===== src/verilog/fcr_defs.vh =====
// Constants for the floppy command and result handler.
// Assumes inclusion by bare name from every design file that needs it.
`ifndef FCR_DEFS_VH
`define FCR_DEFS_VH
// APB register byte offsets
`define FCR_OFF_DATA 8'h00
`define FCR_OFF_MSR 8'h04
`define FCR_OFF_ISR 8'h08
`define FCR_OFF_IMR 8'h0c
// Interrupt status bit positions
`define FCR_IRQ_DONE 0
`define FCR_IRQ_INVAL 1
`define FCR_IRQ_SEEK 2
// Main status bit positions
`define FCR_MSR_RQM 7
`define FCR_MSR_DIO 6
`define FCR_MSR_CB 4
// First status byte values
`define FCR_ST0_INVAL 8'h80
`define FCR_ST0_ABN 8'h40
`define FCR_ST0_SEEKEND 8'h20
`define FCR_ST0_EQUIP 8'h10
// Reset values
`define FCR_CONF_RST 7'h00
`define FCR_PRETRK_RST 8'h00
`define FCR_SPEC_RST 8'h00
`define FCR_IMR_RST 3'h0
// Command classes
`define FCR_C_INVAL 4'h0
`define FCR_C_RW 4'h1
`define FCR_C_FMT 4'h2
`define FCR_C_RSEEK 4'h3
`define FCR_C_SEEK 4'h4
`define FCR_C_DUMP 4'h5
`define FCR_C_RDID 4'h6
`define FCR_C_PERP 4'h7
`define FCR_C_LOCK 4'h8
`define FCR_C_CONF 4'h9
`define FCR_C_SPEC 4'ha
// Step timing: period in ns, clock period in ns, cycles rounded up
`define FCR_STEP_NS 3000
`define FCR_CLK_NS 5
`define FCR_STEP_CYC ((`FCR_STEP_NS + `FCR_CLK_NS - 1) / `FCR_CLK_NS)
`endif


===== src/verilog/fcr_top.v =====
// Floppy command interpreter: command bytes in, result bytes out, over APB.
// Assumes a sector engine on pclk and a drive fault pin from outside.
//
// Overview of operation
// - Register dump shows sectors-per-track after format, final sector after read/write.
// - Drive-select bits in parameters stay internal and drive no pins.
// - Read, write, verify share parameters and results; low opcode bits differ.
// - With implied seek enabled, data transfers seek first automatically.
// - Implied seek adds no host commands, parameters or result reads.
// - Addressed drive's busy flag is set during the implied seek.
// - Failed implied seek reports error in status, failing cylinder in C.
// - Read ID captures first good ID field, returns status and C,H,R,N.
// - Undefined code does nothing, enters standby, returns one byte 80H.
`timescale 1ns/10ps
`include "fcr_defs.vh"
module fcr_top (
  input wire pclk,
  input wire presetn,
  input wire psel,
  input wire penable,
  input wire pwrite,
  input wire [7:0] paddr,
  input wire [31:0] pwdata,
  output reg [31:0] prdata,
  output reg pready,
  output reg pslverr,
  output reg irq,
  output reg step_out,
  output reg step_dir,
  output reg standby,
  input wire seek_fault_pin,
  output reg xfer_start,
  output reg [7:0] xfer_op,
  input wire xfer_done,
  input wire [7:0] xfer_st1,
  input wire [7:0] xfer_st2,
  input wire id_valid,
  input wire id_crc_ok,
  input wire [7:0] id_c,
  input wire [7:0] id_h,
  input wire [7:0] id_r,
  input wire [7:0] id_n
);
  localparam S_CMD = 3'd0;
  localparam S_PARM = 3'd1;
  localparam S_EXEC = 3'd2;
  localparam S_SEEK = 3'd3;
  localparam S_XFER = 3'd4;
  localparam S_RDID = 3'd5;
  localparam S_LOAD = 3'd6;
  localparam S_RES = 3'd7;
  localparam [31:0] STEP_FULL = `FCR_STEP_CYC - 1;
  localparam [31:0] STEP_MID = `FCR_STEP_CYC / 2;
  // Step counts fit ten bits; cut on purpose from the 32-bit figures
  localparam [9:0] STEP_LAST = STEP_FULL[9:0];
  localparam [9:0] STEP_HALF = STEP_MID[9:0];

  // Opcode classes; upper bits carry MT, MFM, SK, direction or lock
  function [3:0] cmd_class;
    input [7:0] b;
    begin
      if (b[4:0] == 5'h06 || b[4:0] == 5'h16 ||
          (b[5:0] == 6'h05))
        cmd_class = `FCR_C_RW;
      else if ({b[7], b[5:0]} == 7'h0d)
        cmd_class = `FCR_C_FMT;
      else if (b[7] && b[5:0] == 6'h0f)
        cmd_class = `FCR_C_RSEEK;
      else if (b == 8'h0f)
        cmd_class = `FCR_C_SEEK;
      else if (b == 8'h0e)
        cmd_class = `FCR_C_DUMP;
      else if ({b[7], b[5:0]} == 7'h0a)
        cmd_class = `FCR_C_RDID;
      else if (b == 8'h12)
        cmd_class = `FCR_C_PERP;
      else if (b[6:0] == 7'h14)
        cmd_class = `FCR_C_LOCK;
      else if (b == 8'h13)
        cmd_class = `FCR_C_CONF;
      else if (b == 8'h03)
        cmd_class = `FCR_C_SPEC;
      else
        cmd_class = `FCR_C_INVAL;
    end
  endfunction

  // Command length in bytes, opcode included
  function [3:0] cmd_len;
    input [3:0] c;
    begin
      case (c)
        `FCR_C_RW: cmd_len = 4'd9;
        `FCR_C_FMT: cmd_len = 4'd6;
        `FCR_C_RSEEK, `FCR_C_SEEK, `FCR_C_SPEC: cmd_len = 4'd3;
        `FCR_C_RDID, `FCR_C_PERP: cmd_len = 4'd2;
        `FCR_C_CONF: cmd_len = 4'd4;
        default: cmd_len = 4'd1;
      endcase
    end
  endfunction

  // Step count between present and wanted track, either direction
  function [7:0] track_dist;
    input [7:0] want;
    input [7:0] now;
    begin
      track_dist = (want > now) ? want - now : now - want;
    end
  endfunction

  reg [2:0] state_reg;
  reg [7:0] op_reg;
  reg [3:0] cls_reg;
  reg [3:0] pcnt_reg;
  reg [7:0] pbuf_reg [1:8];
  reg [7:0] pcn_reg [0:3];
  reg [7:0] spec1_reg, spec2_reg, sc_eot_reg, pretrk_reg;
  reg [5:0] perp_reg;
  reg [6:0] conf_reg;
  reg lock_reg;
  reg [7:0] st0_reg, st1_reg, st2_reg;
  reg [7:0] rc_reg, rh_reg, rr_reg, rn_reg;
  reg [7:0] steps_reg;
  reg [9:0] tick_reg;
  reg implied_reg;
  reg [3:0] idx_reg;
  reg [2:0] isr_reg, imr_reg;
  reg f1_reg, f2_reg, f3_reg, fault_reg;
  reg [7:0] res_byte;
  reg [3:0] res_len;
  reg [2:0] isr_next;
  integer i;
  wire [7:0] mem_rdata;
  wire [1:0] unit = pbuf_reg[1][1:0];
  wire head = pbuf_reg[1][2];
  wire [7:0] cur_pcn = pcn_reg[unit];
  wire cap = psel && penable && !pready;
  wire done = psel && penable && pready;
  wire wr_data = done && pwrite && paddr == `FCR_OFF_DATA;
  wire rd_data = done && !pwrite && paddr == `FCR_OFF_DATA;
  wire rd_isr = done && !pwrite && paddr == `FCR_OFF_ISR;
  wire in_res = state_reg == S_RES;
  wire rqm = state_reg == S_CMD || state_reg == S_PARM || in_res;
  wire [3:0] busy = (state_reg == S_SEEK) ? (4'h1 << unit) : 4'h0;
  wire [7:0] msr = {rqm, in_res, 1'b0, state_reg != S_CMD, busy};
  wire [7:0] hu = {5'h00, head, unit};
  wire [3:0] new_cls = cmd_class(pwdata[7:0]);

  fcr_mem u_mem (
    .pclk(pclk),
    .presetn(presetn),
    .we(state_reg == S_LOAD),
    .waddr(idx_reg),
    .wdata(res_byte),
    .raddr(idx_reg),
    .rdata(mem_rdata)
  );

  // Result image, one byte per index, chosen by command class
  always @*
  begin
    res_byte = 8'h00;
    res_len = 4'd7;
    case (cls_reg)
      `FCR_C_DUMP:
      begin
        res_len = 4'd10;
        case (idx_reg)
          4'd0, 4'd1, 4'd2, 4'd3: res_byte = pcn_reg[idx_reg[1:0]];
          4'd4: res_byte = spec1_reg;
          4'd5: res_byte = spec2_reg;
          4'd6: res_byte = sc_eot_reg;
          4'd7: res_byte = {lock_reg, 1'b0, perp_reg};
          4'd8: res_byte = {1'b0, conf_reg};
          4'd9: res_byte = pretrk_reg;
          default: res_byte = 8'h00;
        endcase
      end
      `FCR_C_LOCK:
      begin
        res_len = 4'd1;
        res_byte = {3'b000, lock_reg, 4'h0};
      end
      `FCR_C_INVAL:
      begin
        res_len = 4'd1;
        res_byte = `FCR_ST0_INVAL;
      end
      default:
      begin
        // Seven-byte status and ID shape shared by transfers and read ID
        case (idx_reg)
          4'd0: res_byte = st0_reg;
          4'd1: res_byte = st1_reg;
          4'd2: res_byte = st2_reg;
          4'd3: res_byte = rc_reg;
          4'd4: res_byte = rh_reg;
          4'd5: res_byte = rr_reg;
          4'd6: res_byte = rn_reg;
          default: res_byte = 8'h00;
        endcase
      end
    endcase
  end

  // Fault pin: three flops, accepted once stages two and three agree
  always @(posedge pclk or negedge presetn)
  begin
    if (!presetn)
    begin
      f1_reg <= 1'b0;
      f2_reg <= 1'b0;
      f3_reg <= 1'b0;
      fault_reg <= 1'b0;
    end
    else
    begin
      f1_reg <= seek_fault_pin;
      f2_reg <= f1_reg;
      f3_reg <= f2_reg;
      if (f2_reg == f3_reg)
        fault_reg <= f3_reg;
    end
  end

  // APB slave: one wait state, read data registered on the same edge that raises pready
  always @(posedge pclk or negedge presetn)
  begin
    if (!presetn)
    begin
      pready <= 1'b0;
      pslverr <= 1'b0;
      prdata <= 32'h0000_0000;
      imr_reg <= `FCR_IMR_RST;
    end
    else
    begin
      pready <= cap;
      if (cap)
      begin
        pslverr <= paddr[7:4] != 4'h0 || paddr[1:0] != 2'b00;
        case (paddr)
          `FCR_OFF_DATA: prdata <= {24'h00_0000, mem_rdata};
          `FCR_OFF_MSR: prdata <= {24'h00_0000, msr};
          `FCR_OFF_ISR: prdata <= {29'h0000_0000, isr_reg};
          `FCR_OFF_IMR: prdata <= {29'h0000_0000, imr_reg};
          default: prdata <= 32'h0000_0000;
        endcase
      end
      if (done && pwrite && paddr == `FCR_OFF_IMR)
        imr_reg <= pwdata[2:0];
    end
  end

  // Interrupt status: a set in the clearing cycle survives
  always @*
  begin
    isr_next = isr_reg & ~(rd_isr ? prdata[2:0] : 3'h0);
    if (state_reg == S_LOAD && idx_reg == res_len - 4'd1)
      isr_next[`FCR_IRQ_DONE] = 1'b1;
    if (state_reg == S_CMD && wr_data && new_cls == `FCR_C_INVAL)
      isr_next[`FCR_IRQ_INVAL] = 1'b1;
    if (state_reg == S_SEEK && !implied_reg &&
        (fault_reg || steps_reg == 8'h00))
      isr_next[`FCR_IRQ_SEEK] = 1'b1;
  end

  always @(posedge pclk or negedge presetn)
  begin
    if (!presetn)
    begin
      isr_reg <= 3'h0;
      irq <= 1'b0;
    end
    else
    begin
      isr_reg <= isr_next;
      irq <= |(isr_next & imr_reg);
    end
  end

  // Command sequencer
  always @(posedge pclk or negedge presetn)
  begin
    if (!presetn)
    begin
      state_reg <= S_CMD;
      op_reg <= 8'h00;
      cls_reg <= `FCR_C_INVAL;
      pcnt_reg <= 4'd0;
      for (i = 1; i <= 8; i = i + 1)
        pbuf_reg[i] <= 8'h00;
      for (i = 0; i < 4; i = i + 1)
        pcn_reg[i] <= 8'h00;
      spec1_reg <= `FCR_SPEC_RST;
      spec2_reg <= `FCR_SPEC_RST;
      sc_eot_reg <= 8'h00;
      pretrk_reg <= `FCR_PRETRK_RST;
      perp_reg <= 6'h00;
      conf_reg <= `FCR_CONF_RST;
      lock_reg <= 1'b0;
      st0_reg <= 8'h00;
      st1_reg <= 8'h00;
      st2_reg <= 8'h00;
      rc_reg <= 8'h00;
      rh_reg <= 8'h00;
      rr_reg <= 8'h00;
      rn_reg <= 8'h00;
      steps_reg <= 8'h00;
      tick_reg <= 10'd0;
      implied_reg <= 1'b0;
      idx_reg <= 4'd0;
      step_out <= 1'b0;
      step_dir <= 1'b0;
      standby <= 1'b0;
      xfer_start <= 1'b0;
      xfer_op <= 8'h00;
    end
    else
    begin
      xfer_start <= 1'b0;
      case (state_reg)
        S_CMD:
          if (wr_data)
          begin
            op_reg <= pwdata[7:0];
            cls_reg <= new_cls;
            pcnt_reg <= 4'd1;
            idx_reg <= 4'd0;
            standby <= new_cls == `FCR_C_INVAL;
            if (new_cls == `FCR_C_INVAL)
              state_reg <= S_LOAD;
            else if (cmd_len(new_cls) == 4'd1)
              state_reg <= S_EXEC;
            else
              state_reg <= S_PARM;
          end
        S_PARM:
          if (wr_data)
          begin
            pbuf_reg[pcnt_reg] <= pwdata[7:0];
            pcnt_reg <= pcnt_reg + 4'd1;
            if (pcnt_reg == cmd_len(cls_reg) - 4'd1)
              state_reg <= S_EXEC;
          end
        S_EXEC:
        begin
          state_reg <= S_CMD;
          implied_reg <= 1'b0;
          tick_reg <= 10'd0;
          case (cls_reg)
            `FCR_C_SPEC:
            begin
              spec1_reg <= pbuf_reg[1];
              spec2_reg <= pbuf_reg[2];
            end
            `FCR_C_CONF:
            begin
              conf_reg <= pbuf_reg[2][6:0];
              pretrk_reg <= pbuf_reg[3];
            end
            `FCR_C_PERP:
            begin
              // Drive bits change only with the overwrite bit set
              perp_reg[1:0] <= pbuf_reg[1][1:0];
              if (pbuf_reg[1][7])
                perp_reg[5:2] <= pbuf_reg[1][5:2];
            end
            `FCR_C_LOCK:
            begin
              lock_reg <= op_reg[7];
              state_reg <= S_LOAD;
            end
            `FCR_C_DUMP: state_reg <= S_LOAD;
            `FCR_C_RDID: state_reg <= S_RDID;
            `FCR_C_RSEEK:
            begin
              steps_reg <= pbuf_reg[2];
              step_dir <= op_reg[6];
              state_reg <= S_SEEK;
            end
            `FCR_C_SEEK:
            begin
              step_dir <= pbuf_reg[2] > cur_pcn;
              steps_reg <= track_dist(pbuf_reg[2], cur_pcn);
              state_reg <= S_SEEK;
            end
            `FCR_C_FMT:
            begin
              sc_eot_reg <= pbuf_reg[3];
              xfer_start <= 1'b1;
              xfer_op <= op_reg;
              state_reg <= S_XFER;
            end
            `FCR_C_RW:
            begin
              sc_eot_reg <= pbuf_reg[6];
              xfer_op <= op_reg;
              if (conf_reg[6] && pbuf_reg[2] != cur_pcn)
              begin
                // Hidden seek reuses the transfer's own parameters
                implied_reg <= 1'b1;
                step_dir <= pbuf_reg[2] > cur_pcn;
                steps_reg <= track_dist(pbuf_reg[2], cur_pcn);
                state_reg <= S_SEEK;
              end
              else
              begin
                xfer_start <= 1'b1;
                state_reg <= S_XFER;
              end
            end
            default: state_reg <= S_CMD;
          endcase
        end
        S_SEEK:
        begin
          // Fault is checked before each step, so C is the failing track
          if (fault_reg)
          begin
            step_out <= 1'b0;
            if (implied_reg)
            begin
              st0_reg <= `FCR_ST0_ABN | `FCR_ST0_EQUIP | hu;
              st1_reg <= 8'h00;
              st2_reg <= 8'h00;
              rc_reg <= cur_pcn;
              rh_reg <= pbuf_reg[3];
              rr_reg <= pbuf_reg[4];
              rn_reg <= pbuf_reg[5];
              state_reg <= S_LOAD;
            end
            else
              state_reg <= S_CMD;
          end
          else if (steps_reg == 8'h00)
          begin
            if (implied_reg)
            begin
              xfer_start <= 1'b1;
              state_reg <= S_XFER;
            end
            else
              state_reg <= S_CMD;
          end
          else
          begin
            step_out <= tick_reg < STEP_HALF;
            if (tick_reg == STEP_LAST)
            begin
              tick_reg <= 10'd0;
              steps_reg <= steps_reg - 8'h01;
              pcn_reg[unit] <= step_dir ? cur_pcn + 8'h01 :
                cur_pcn - 8'h01;
            end
            else
              tick_reg <= tick_reg + 10'd1;
          end
        end
        S_XFER:
          if (xfer_done)
          begin
            st0_reg <= (xfer_st1 != 8'h00 || xfer_st2 != 8'h00) ?
              (`FCR_ST0_ABN | hu) : hu;
            st1_reg <= xfer_st1;
            st2_reg <= xfer_st2;
            rc_reg <= pbuf_reg[2];
            rh_reg <= pbuf_reg[3];
            rr_reg <= pbuf_reg[4];
            rn_reg <= pbuf_reg[5];
            state_reg <= S_LOAD;
          end
        S_RDID:
          // Bad-CRC fields pass by; the first good one is kept
          if (id_valid && id_crc_ok)
          begin
            st0_reg <= hu;
            st1_reg <= 8'h00;
            st2_reg <= 8'h00;
            rc_reg <= id_c;
            rh_reg <= id_h;
            rr_reg <= id_r;
            rn_reg <= id_n;
            state_reg <= S_LOAD;
          end
        S_LOAD:
          if (idx_reg == res_len - 4'd1)
          begin
            idx_reg <= 4'd0;
            state_reg <= S_RES;
          end
          else
            idx_reg <= idx_reg + 4'd1;
        S_RES:
          if (rd_data)
          begin
            idx_reg <= idx_reg + 4'd1;
            if (idx_reg == res_len - 4'd1)
              state_reg <= S_CMD;
          end
        default: state_reg <= S_CMD;
      endcase
    end
  end
endmodule // fcr_top


===== src/verilog/fcr_mem.v =====
// Result byte store: 16 bytes, one write port, registered read.
// Assumes the writer and reader share pclk.
`timescale 1ns/10ps
module fcr_mem (
  input wire pclk,
  input wire presetn,
  input wire we,
  input wire [3:0] waddr,
  input wire [7:0] wdata,
  input wire [3:0] raddr,
  output reg [7:0] rdata
);
  reg [7:0] mem [0:15];

  // Array holds no reset; only the read register does
  always @(posedge pclk)
  begin
    if (we)
      mem[waddr] <= wdata;
  end

  // Read data leaves through a flop, one cycle after the address
  always @(posedge pclk or negedge presetn)
  begin
    if (!presetn)
      rdata <= 8'h00;
    else
      rdata <= mem[raddr];
  end
endmodule // fcr_mem


===== config.mk =====
export PLATFORM = sky130hd
export DESIGN_NAME = fcr_top
export DESIGN_NICKNAME = d
export VERILOG_FILES = /design/src/verilog/fcr_top.v /design/src/verilog/fcr_mem.v
export VERILOG_INCLUDE_DIRS = /design/src /design/src/verilog
export SDC_FILE = /design/constraint.sdc
export NUM_CORES = 1
export LEC_CHECK = 0
export BUFFER_PORTS_ARGS = -buffer_cell sky130_fd_sc_hd__buf_2
export CORE_AREA = 2 2 166 201
export CTS_BUF_LIST = sky130_fd_sc_hd__clkbuf_8
export DETAILED_ROUTE_END_ITERATION = 8
export DIE_AREA = 0 0 168 203
export PLACE_DENSITY = 0.91
export RECOVER_POWER = 25
export SLEW_MARGIN = 15
export SYNTH_ARGS = -nofsm -noshare
export SYNTH_HDL_FRONTEND = slang
export SYNTH_SLANG_ARGS = --single-unit
export TNS_END_PERCENT = 50

===== constraint.sdc =====
create_clock -name pclk -period 6.8 [get_ports pclk]
set_clock_uncertainty 0.05 [all_clocks]
set_input_delay 1.36 -clock pclk [delete_from_list [all_inputs] [get_ports pclk]]
set_output_delay 1.36 -clock pclk [all_outputs]
set_load 0.05 [all_outputs]

==> flow_summary.ini, run 1 <==
[clocking]
cts_sinks = 390
clock_latency_ns = 0.63
cts.htree.levels = 2
ctsResizeCount = 0
cts_tree = built
postCtsHoldBufs = 0
clockBufferDepth = 3
postCtsSetupRepairBufs = 0
clkTransAtPathRegs_ns = 0.06
cts_root_buf = clkbuf_8
numCtsBuffers = 57

[floorplan]
die-area_um2 = 34100
die_w_um = 168
row_count = 72
die_h_um = 203
ios = 144
core_um2 = 31980
start_util = 0.5951

[setup_path]
arrival_ns = 4.91
start_kind = flop
crit_path_end = pcn_reg[0]$_DFFE_PN0P_
required_ns = 7.24
worstSetupPathType = reg -> reg
rr_worst_depth = 5
end_kind = flop
regToRegStartpoint = state_reg[0]$_DFFE_PN0P_
cp_max_fo = 19
max_stage_delay_ns = 1.01
crit_start = state_reg[0]$_DFFE_PN0P_
crit_path_top_delay_cell = clkbuf_1
r2r_slack_ns = 2.34
cp_cell_sequence = clkbuf_1 -> nand2_1 -> nor3_2 -> nand4_1 -> o21ai_0
r2r_end = pcn_reg[0]$_DFFE_PN0P_

[route]
wire_per_inst_um = 22.88
first_pass_iters = 9
drc = 1
ant_nets = 0
drt_iter0_drc = 1667
avgViaCountPerCell = 6.460
wirelength_um = 48860
vias = 13800

[synth]
ys_seq_elements = 390
yosys_warnings = 0
async_reset_ff_frac = 0.6718
synth_edf_count = 128
synth_cell_types = 85
ys.flop_type = dfrtp_1
seq_area_frac_synth = 0.5464
syn_inst = 1601
syn_area_um2 = 19030
synth.avg_cell_area_um2 = 11.89

[timing]
worst_pin_slew_ns = 3.499
fmax_mhz = 224.0
holdWs_ns = 0.3036
slew_violations = 145
timing.final.crit_share = 0.6564
layout_setup_ws_ns = 2.336
hold_violations = 0
tns_ns = 0
setup_violations = 0
rsz0062_at_grt = no
maxSlewHeadroom = -1.332
fin_crit_ns = 4.464

[power_and_ir_drop]
p_per_area_nw_per_um2 = 321.2
seqPwrFrac = 0.449
swShare = 0.3364
clkPwrFrac = 0.280
p_comb_frac = 0.271
ir_drop_uv = 219.1
finalPower_mw = 6.713
internal_power_mw = 4.455
p_leak_nw = 9.053
switchingPower_mw = 2.258

[layout]
nNetsFinal = 1819
finish.utilization = 0.6536
drive_above_1_share = 0.2263
design_area_um2 = 20900
fin_cells = 2136
largest_reg_flops = 128
area_growth_pct = 9.815
final_cell_mix = 261 x dfrtp_1, 209 x nand2_1, 158 x o21ai_0, 128 x edfxtp_1, 109 x mux2_2
final_common_cell = dfrtp_1

[grt]
grt_pass1_wl_um = 76790
overflow = 0
grt_max_degree = 145
antenna_found_initial = 1
grt_pass1_vias = 14000
grtUsageTotal = 0.2913

[placed_design]
place_hpwl_um = 34000
dp_cells = 2032
postPlaceCellArea_um2 = 19760
port_buffers = 95
gp_congestion = 0.9028
pre_cts_ws_ns = 2.575

[min_path]
holdPathStages = 0
hp-class = reg -> reg

[outcome]
violations = design-rule violations, max-capacitance violations, max-slew violations
status = finished, violations left

[run]
drv_cap = 1
## how the worst min path moves through the flow
stage                                 from                to  slack (ns)
after detailed placement  f1_reg$_DFF_PN0_  f2_reg$_DFF_PN0_        0.29
after global routing      f1_reg$_DFF_PN0_  f2_reg$_DFF_PN0_        0.31
after global placement    f1_reg$_DFF_PN0_  f2_reg$_DFF_PN0_        0.29
after floorplan           f1_reg$_DFF_PN0_  f2_reg$_DFF_PN0_        0.28
after CTS                 f1_reg$_DFF_PN0_  f2_reg$_DFF_PN0_        0.31
final                     f1_reg$_DFF_PN0_  f2_reg$_DFF_PN0_        0.30
## metal layers
metal  global-route usage  routed length (µm)  vias up
met5                    0                   8        -
met3              0.06569                4411      193
met1               0.3645               18110     6800
li1                     -                   -     6006
met4               0.1609                2806        2
met2               0.4736               23530      797
## cells by family (layout without fill, tap and decap cells)
| family | Yosys count | in the layout | synth area share |
|---|---|---|---|
| flip-flops | 390 | 390 | 0.5464 |
| XOR/XNOR | 29 | 29 | 0.01335 |
| buffers and inverters | 158 | 262 | 0.03780 |
| AO/OA/AOI/OAI | 335 | 335 | 0.1123 |
| AND/OR/NAND/NOR | 434 | 434 | 0.1068 |
| other | 1 | 25 | 0.0001970 |
| multiplexers | 215 | 215 | 0.1565 |
| adder cells (fa/ha/maj) | 39 | 39 | 0.02669 |
## worst max-delay path, delay by kind of cell, from the launching register on
kind	cells	cell delay [ns]
flip-flops	1	0.56
AND/OR/NAND/NOR	3	2.18
buffers and inverters	1	1.01
AO/OA/AOI/OAI	1	0.53
## Yosys cell counts, types with 11 or more instances
master | number | area share
nand3_1 | 16 | 0.0042
a22oi_1 | 25 | 0.0099
xnor2_1 | 14 | 0.0064
edfxtp_1 | 128 | 0.20
o21ai_0 | 158 | 0.042
buf_4 | 25 | 0.0099
a21o_1 | 11 | 0.0043
nor2b_1 | 13 | 0.0043
inv_1 | 37 | 0.0073
nor3_1 | 18 | 0.0047
nand2b_1 | 11 | 0.0036
nor2_1 | 83 | 0.016
clkbuf_1 | 68 | 0.013
mux2i_1 | 49 | 0.026
mux2_2 | 109 | 0.064
mux4_2 | 55 | 0.065
buf_2 | 18 | 0.0047
xor2_1 | 15 | 0.0069
ha_1 | 35 | 0.023
nand2_1 | 209 | 0.041
nor4_1 | 15 | 0.0049
a22o_1 | 21 | 0.0097
dfrtp_1 | 262 | 0.34
a21oi_1 | 44 | 0.012
nand4_1 | 11 | 0.0036
## power by group through the flow
stage	combinational, mW	clock [mW]	sequential, mW
2_1_floorplan	1.31	0	2.94
3_3_place_gp	1.70	0	3.02
3_5_place_dp	1.77	0	3.05
4_1_cts	1.79	1.90	3.00
5_1_grt	1.96	2.00	3.03
6_report	1.82	1.88	3.01
## layout make-up
cell class	instances	area (µm²)
Fill cell	2121	11080
Multi-Input combinational cell	1076	8021
Inverter	39	146.4
Antenna cell	1	2.502
Tap cell	407	509.2
Timing Repair Buffer	120	654.4
Clock inverter	27	120.1
Sequential cell	390	10400
Clock buffer	76	1046
No activity file was read; power rests on OpenSTA's default activity.
==> run 2, diff against run 1 <==
- clock period: 6.8 -> 4.2 ns (I/O delays scaled with it)
==> flow_summary.ini, run 2 (synthesis results as in run 1) <==
[layout]
final_common_cell = dfrtp_1
multi_input_area_um2 = 8028
ff_latch_area_um2 = 10400
final_cell_mix = 261 x dfrtp_1, 209 x nand2_1, 158 x o21ai_0, 128 x edfxtp_1, 109 x mux2_2
nNetsFinal = 1846
drive_above_1_share = 0.2325
fillers = 2185
area_growth_pct = 10.68
finish.utilization = 0.6587
largest_reg_flops = 128
fin_cells = 2164
design_area_um2 = 21070

[clocking]
numCtsBuffers = 57
cts_root_buf = clkbuf_8
clock_latency_ns = 0.63
postCtsSetupRepairBufs = 0
cts_sinks = 390
cts_tree = built
postCtsHoldBufs = 0
ctsResizeCount = 0
cts.htree.levels = 2
clockBufferDepth = 3
clkTransAtPathRegs_ns = 0.06

[grt]
grtUsageTotal = 0.3124
antenna_found_initial = 1
grt_pass1_vias = 14250
grt_pass1_wl_um = 81540
overflow = 0
grt_max_degree = 111

[power_and_ir_drop]
p_leak_nw = 9.179
ir_drop_uv = 297.6
p_per_area_nw_per_um2 = 520.6

[timing]
layout_setup_ws_ns = 0.4744
timing.final.crit_share = 0.8871
maxSlewHeadroom = -0.7764
tns_ns = 0
setup_violations = 0
slew_violations = 111
fmax_mhz = 268.4
hold_violations = 0
fin_crit_ns = 3.726
worst_pin_slew_ns = 2.665
rsz0062_at_grt = no

[setup_path]
start_kind = flop
crit_path_top_delay_cell = mux4_2
max_stage_delay_ns = 0.59
end_kind = flop
cp_max_fo = 10
required_ns = 4.66
cpLargestDelayFamily = compound AO/OA/AOI/OAI gates
path_buf_inv = 1
arrival_ns = 4.18
cp_cell_sequence = buf_4 -> mux4_2 -> ha_1 -> nand4_1 -> o211ai_1 -> a22oi_1 -> and2_0 -> o21ai_0 -> a221o_1
worstSetupPathType = reg -> reg

[min_path]
hp-class = in -> reg

[route]
vias = 14080
wire_per_inst_um = 24.06
drt_iter0_drc = 1558
first_pass_iters = 6
drc = 0
ant_nets = 0
wirelength_um = 52060
avgViaCountPerCell = 6.507

[floorplan]
row_count = 72
die_h_um = 203
die_w_um = 168
ios = 144
start_util = 0.5951
die-area_um2 = 34100
core_um2 = 31980

[placed_design]
gp_congestion = 0.9432
place_hpwl_um = 35980
pre_cts_ws_ns = 0.5209
dp_cells = 2058
postPlaceCellArea_um2 = 19990
port_buffers = 95

[outcome]
violations = max-capacitance violations, max-slew violations
status = finished, violations left

[run]
drv_cap = 1
-- run 2: cell types whose count changed in the layout (fill, tap and decap cells not counted), sizes merged --
cell | before | now
clkbuf | 80 | 71
inv | 59 | 65
clkinv | 7 | 9
diode | 1 | 2
buf | 116 | 141
clkinvlp | 0 | 1
bufinv | 0 | 2
-- run 2: layout make-up --
type | count | area share
sequential | 390 | 0.4938
multi-input combinational | 1076 | 0.3811
clock buffer | 65 | 0.04247
timing repair buffer | 147 | 0.04164
tap | 407 | 0.02417
clock inverter | 38 | 0.009682
inverter | 39 | 0.006949
antenna | 2 | 0.0002376
-- run 2: worst register-to-register path, stage by stage (launching register included) --
cell      delay, ns
dfrtp_1        0.56
buf_4          0.26
mux4_2         0.59
ha_1           0.39
nand4_1        0.25
o211ai_1       0.21
a22oi_1        0.44
and2_0         0.43
o21ai_0        0.15
a221o_1        0.31
-- run 2: path summary, 6_finish.rpt --
kind	slack, ns	depth (start not counted)	startpoint	endpoint
setup / recovery	0.47	9	hu[0]$_DFFE_PN0P_	steps_reg[2]$_DFFE_PN0P_
hold / removal	0.29	1	seek_fault_pin	f1_reg$_DFF_PN0_
setup reg to reg	0.47	9	hu[0]$_DFFE_PN0P_	steps_reg[2]$_DFFE_PN0P_
hold reg to reg	0.32	0	f1_reg$_DFF_PN0_	f2_reg$_DFF_PN0_
max in group asynchronous	0.89	2	presetn	tick_reg[8]$_DFFE_PN0P_
min in group asynchronous	1.01	1	presetn	pbuf_reg[24]$_DFFE_PN0P_
-- run 2: layer usage --
metal,share of wire,GRT usage,vias up
met3,0.099,0.07778,228
met1,0.36,0.3868,6886
li1,-,-,6055
met2,0.48,0.4988,912
met4,0.066,0.1885,0
met5,0,0,-
-- run 2: through the flow --
stage	power, mW	hold WS, ns
after floorplan	6.894	0.2812
after global placement	7.748	0.2912
after detailed placement	7.937	0.3161
after CTS	10.91	0.2483
after global routing	11.39	0.2763
final	10.97	0.2918
-- run 2: power breakdown --
part           total (mW)  internal, mW  switching (mW)
Sequential           4.85          4.53           0.313
Combinational        3.15          1.14            2.01
Clock                2.97          1.53            1.44
Total                11.0          7.20            3.77
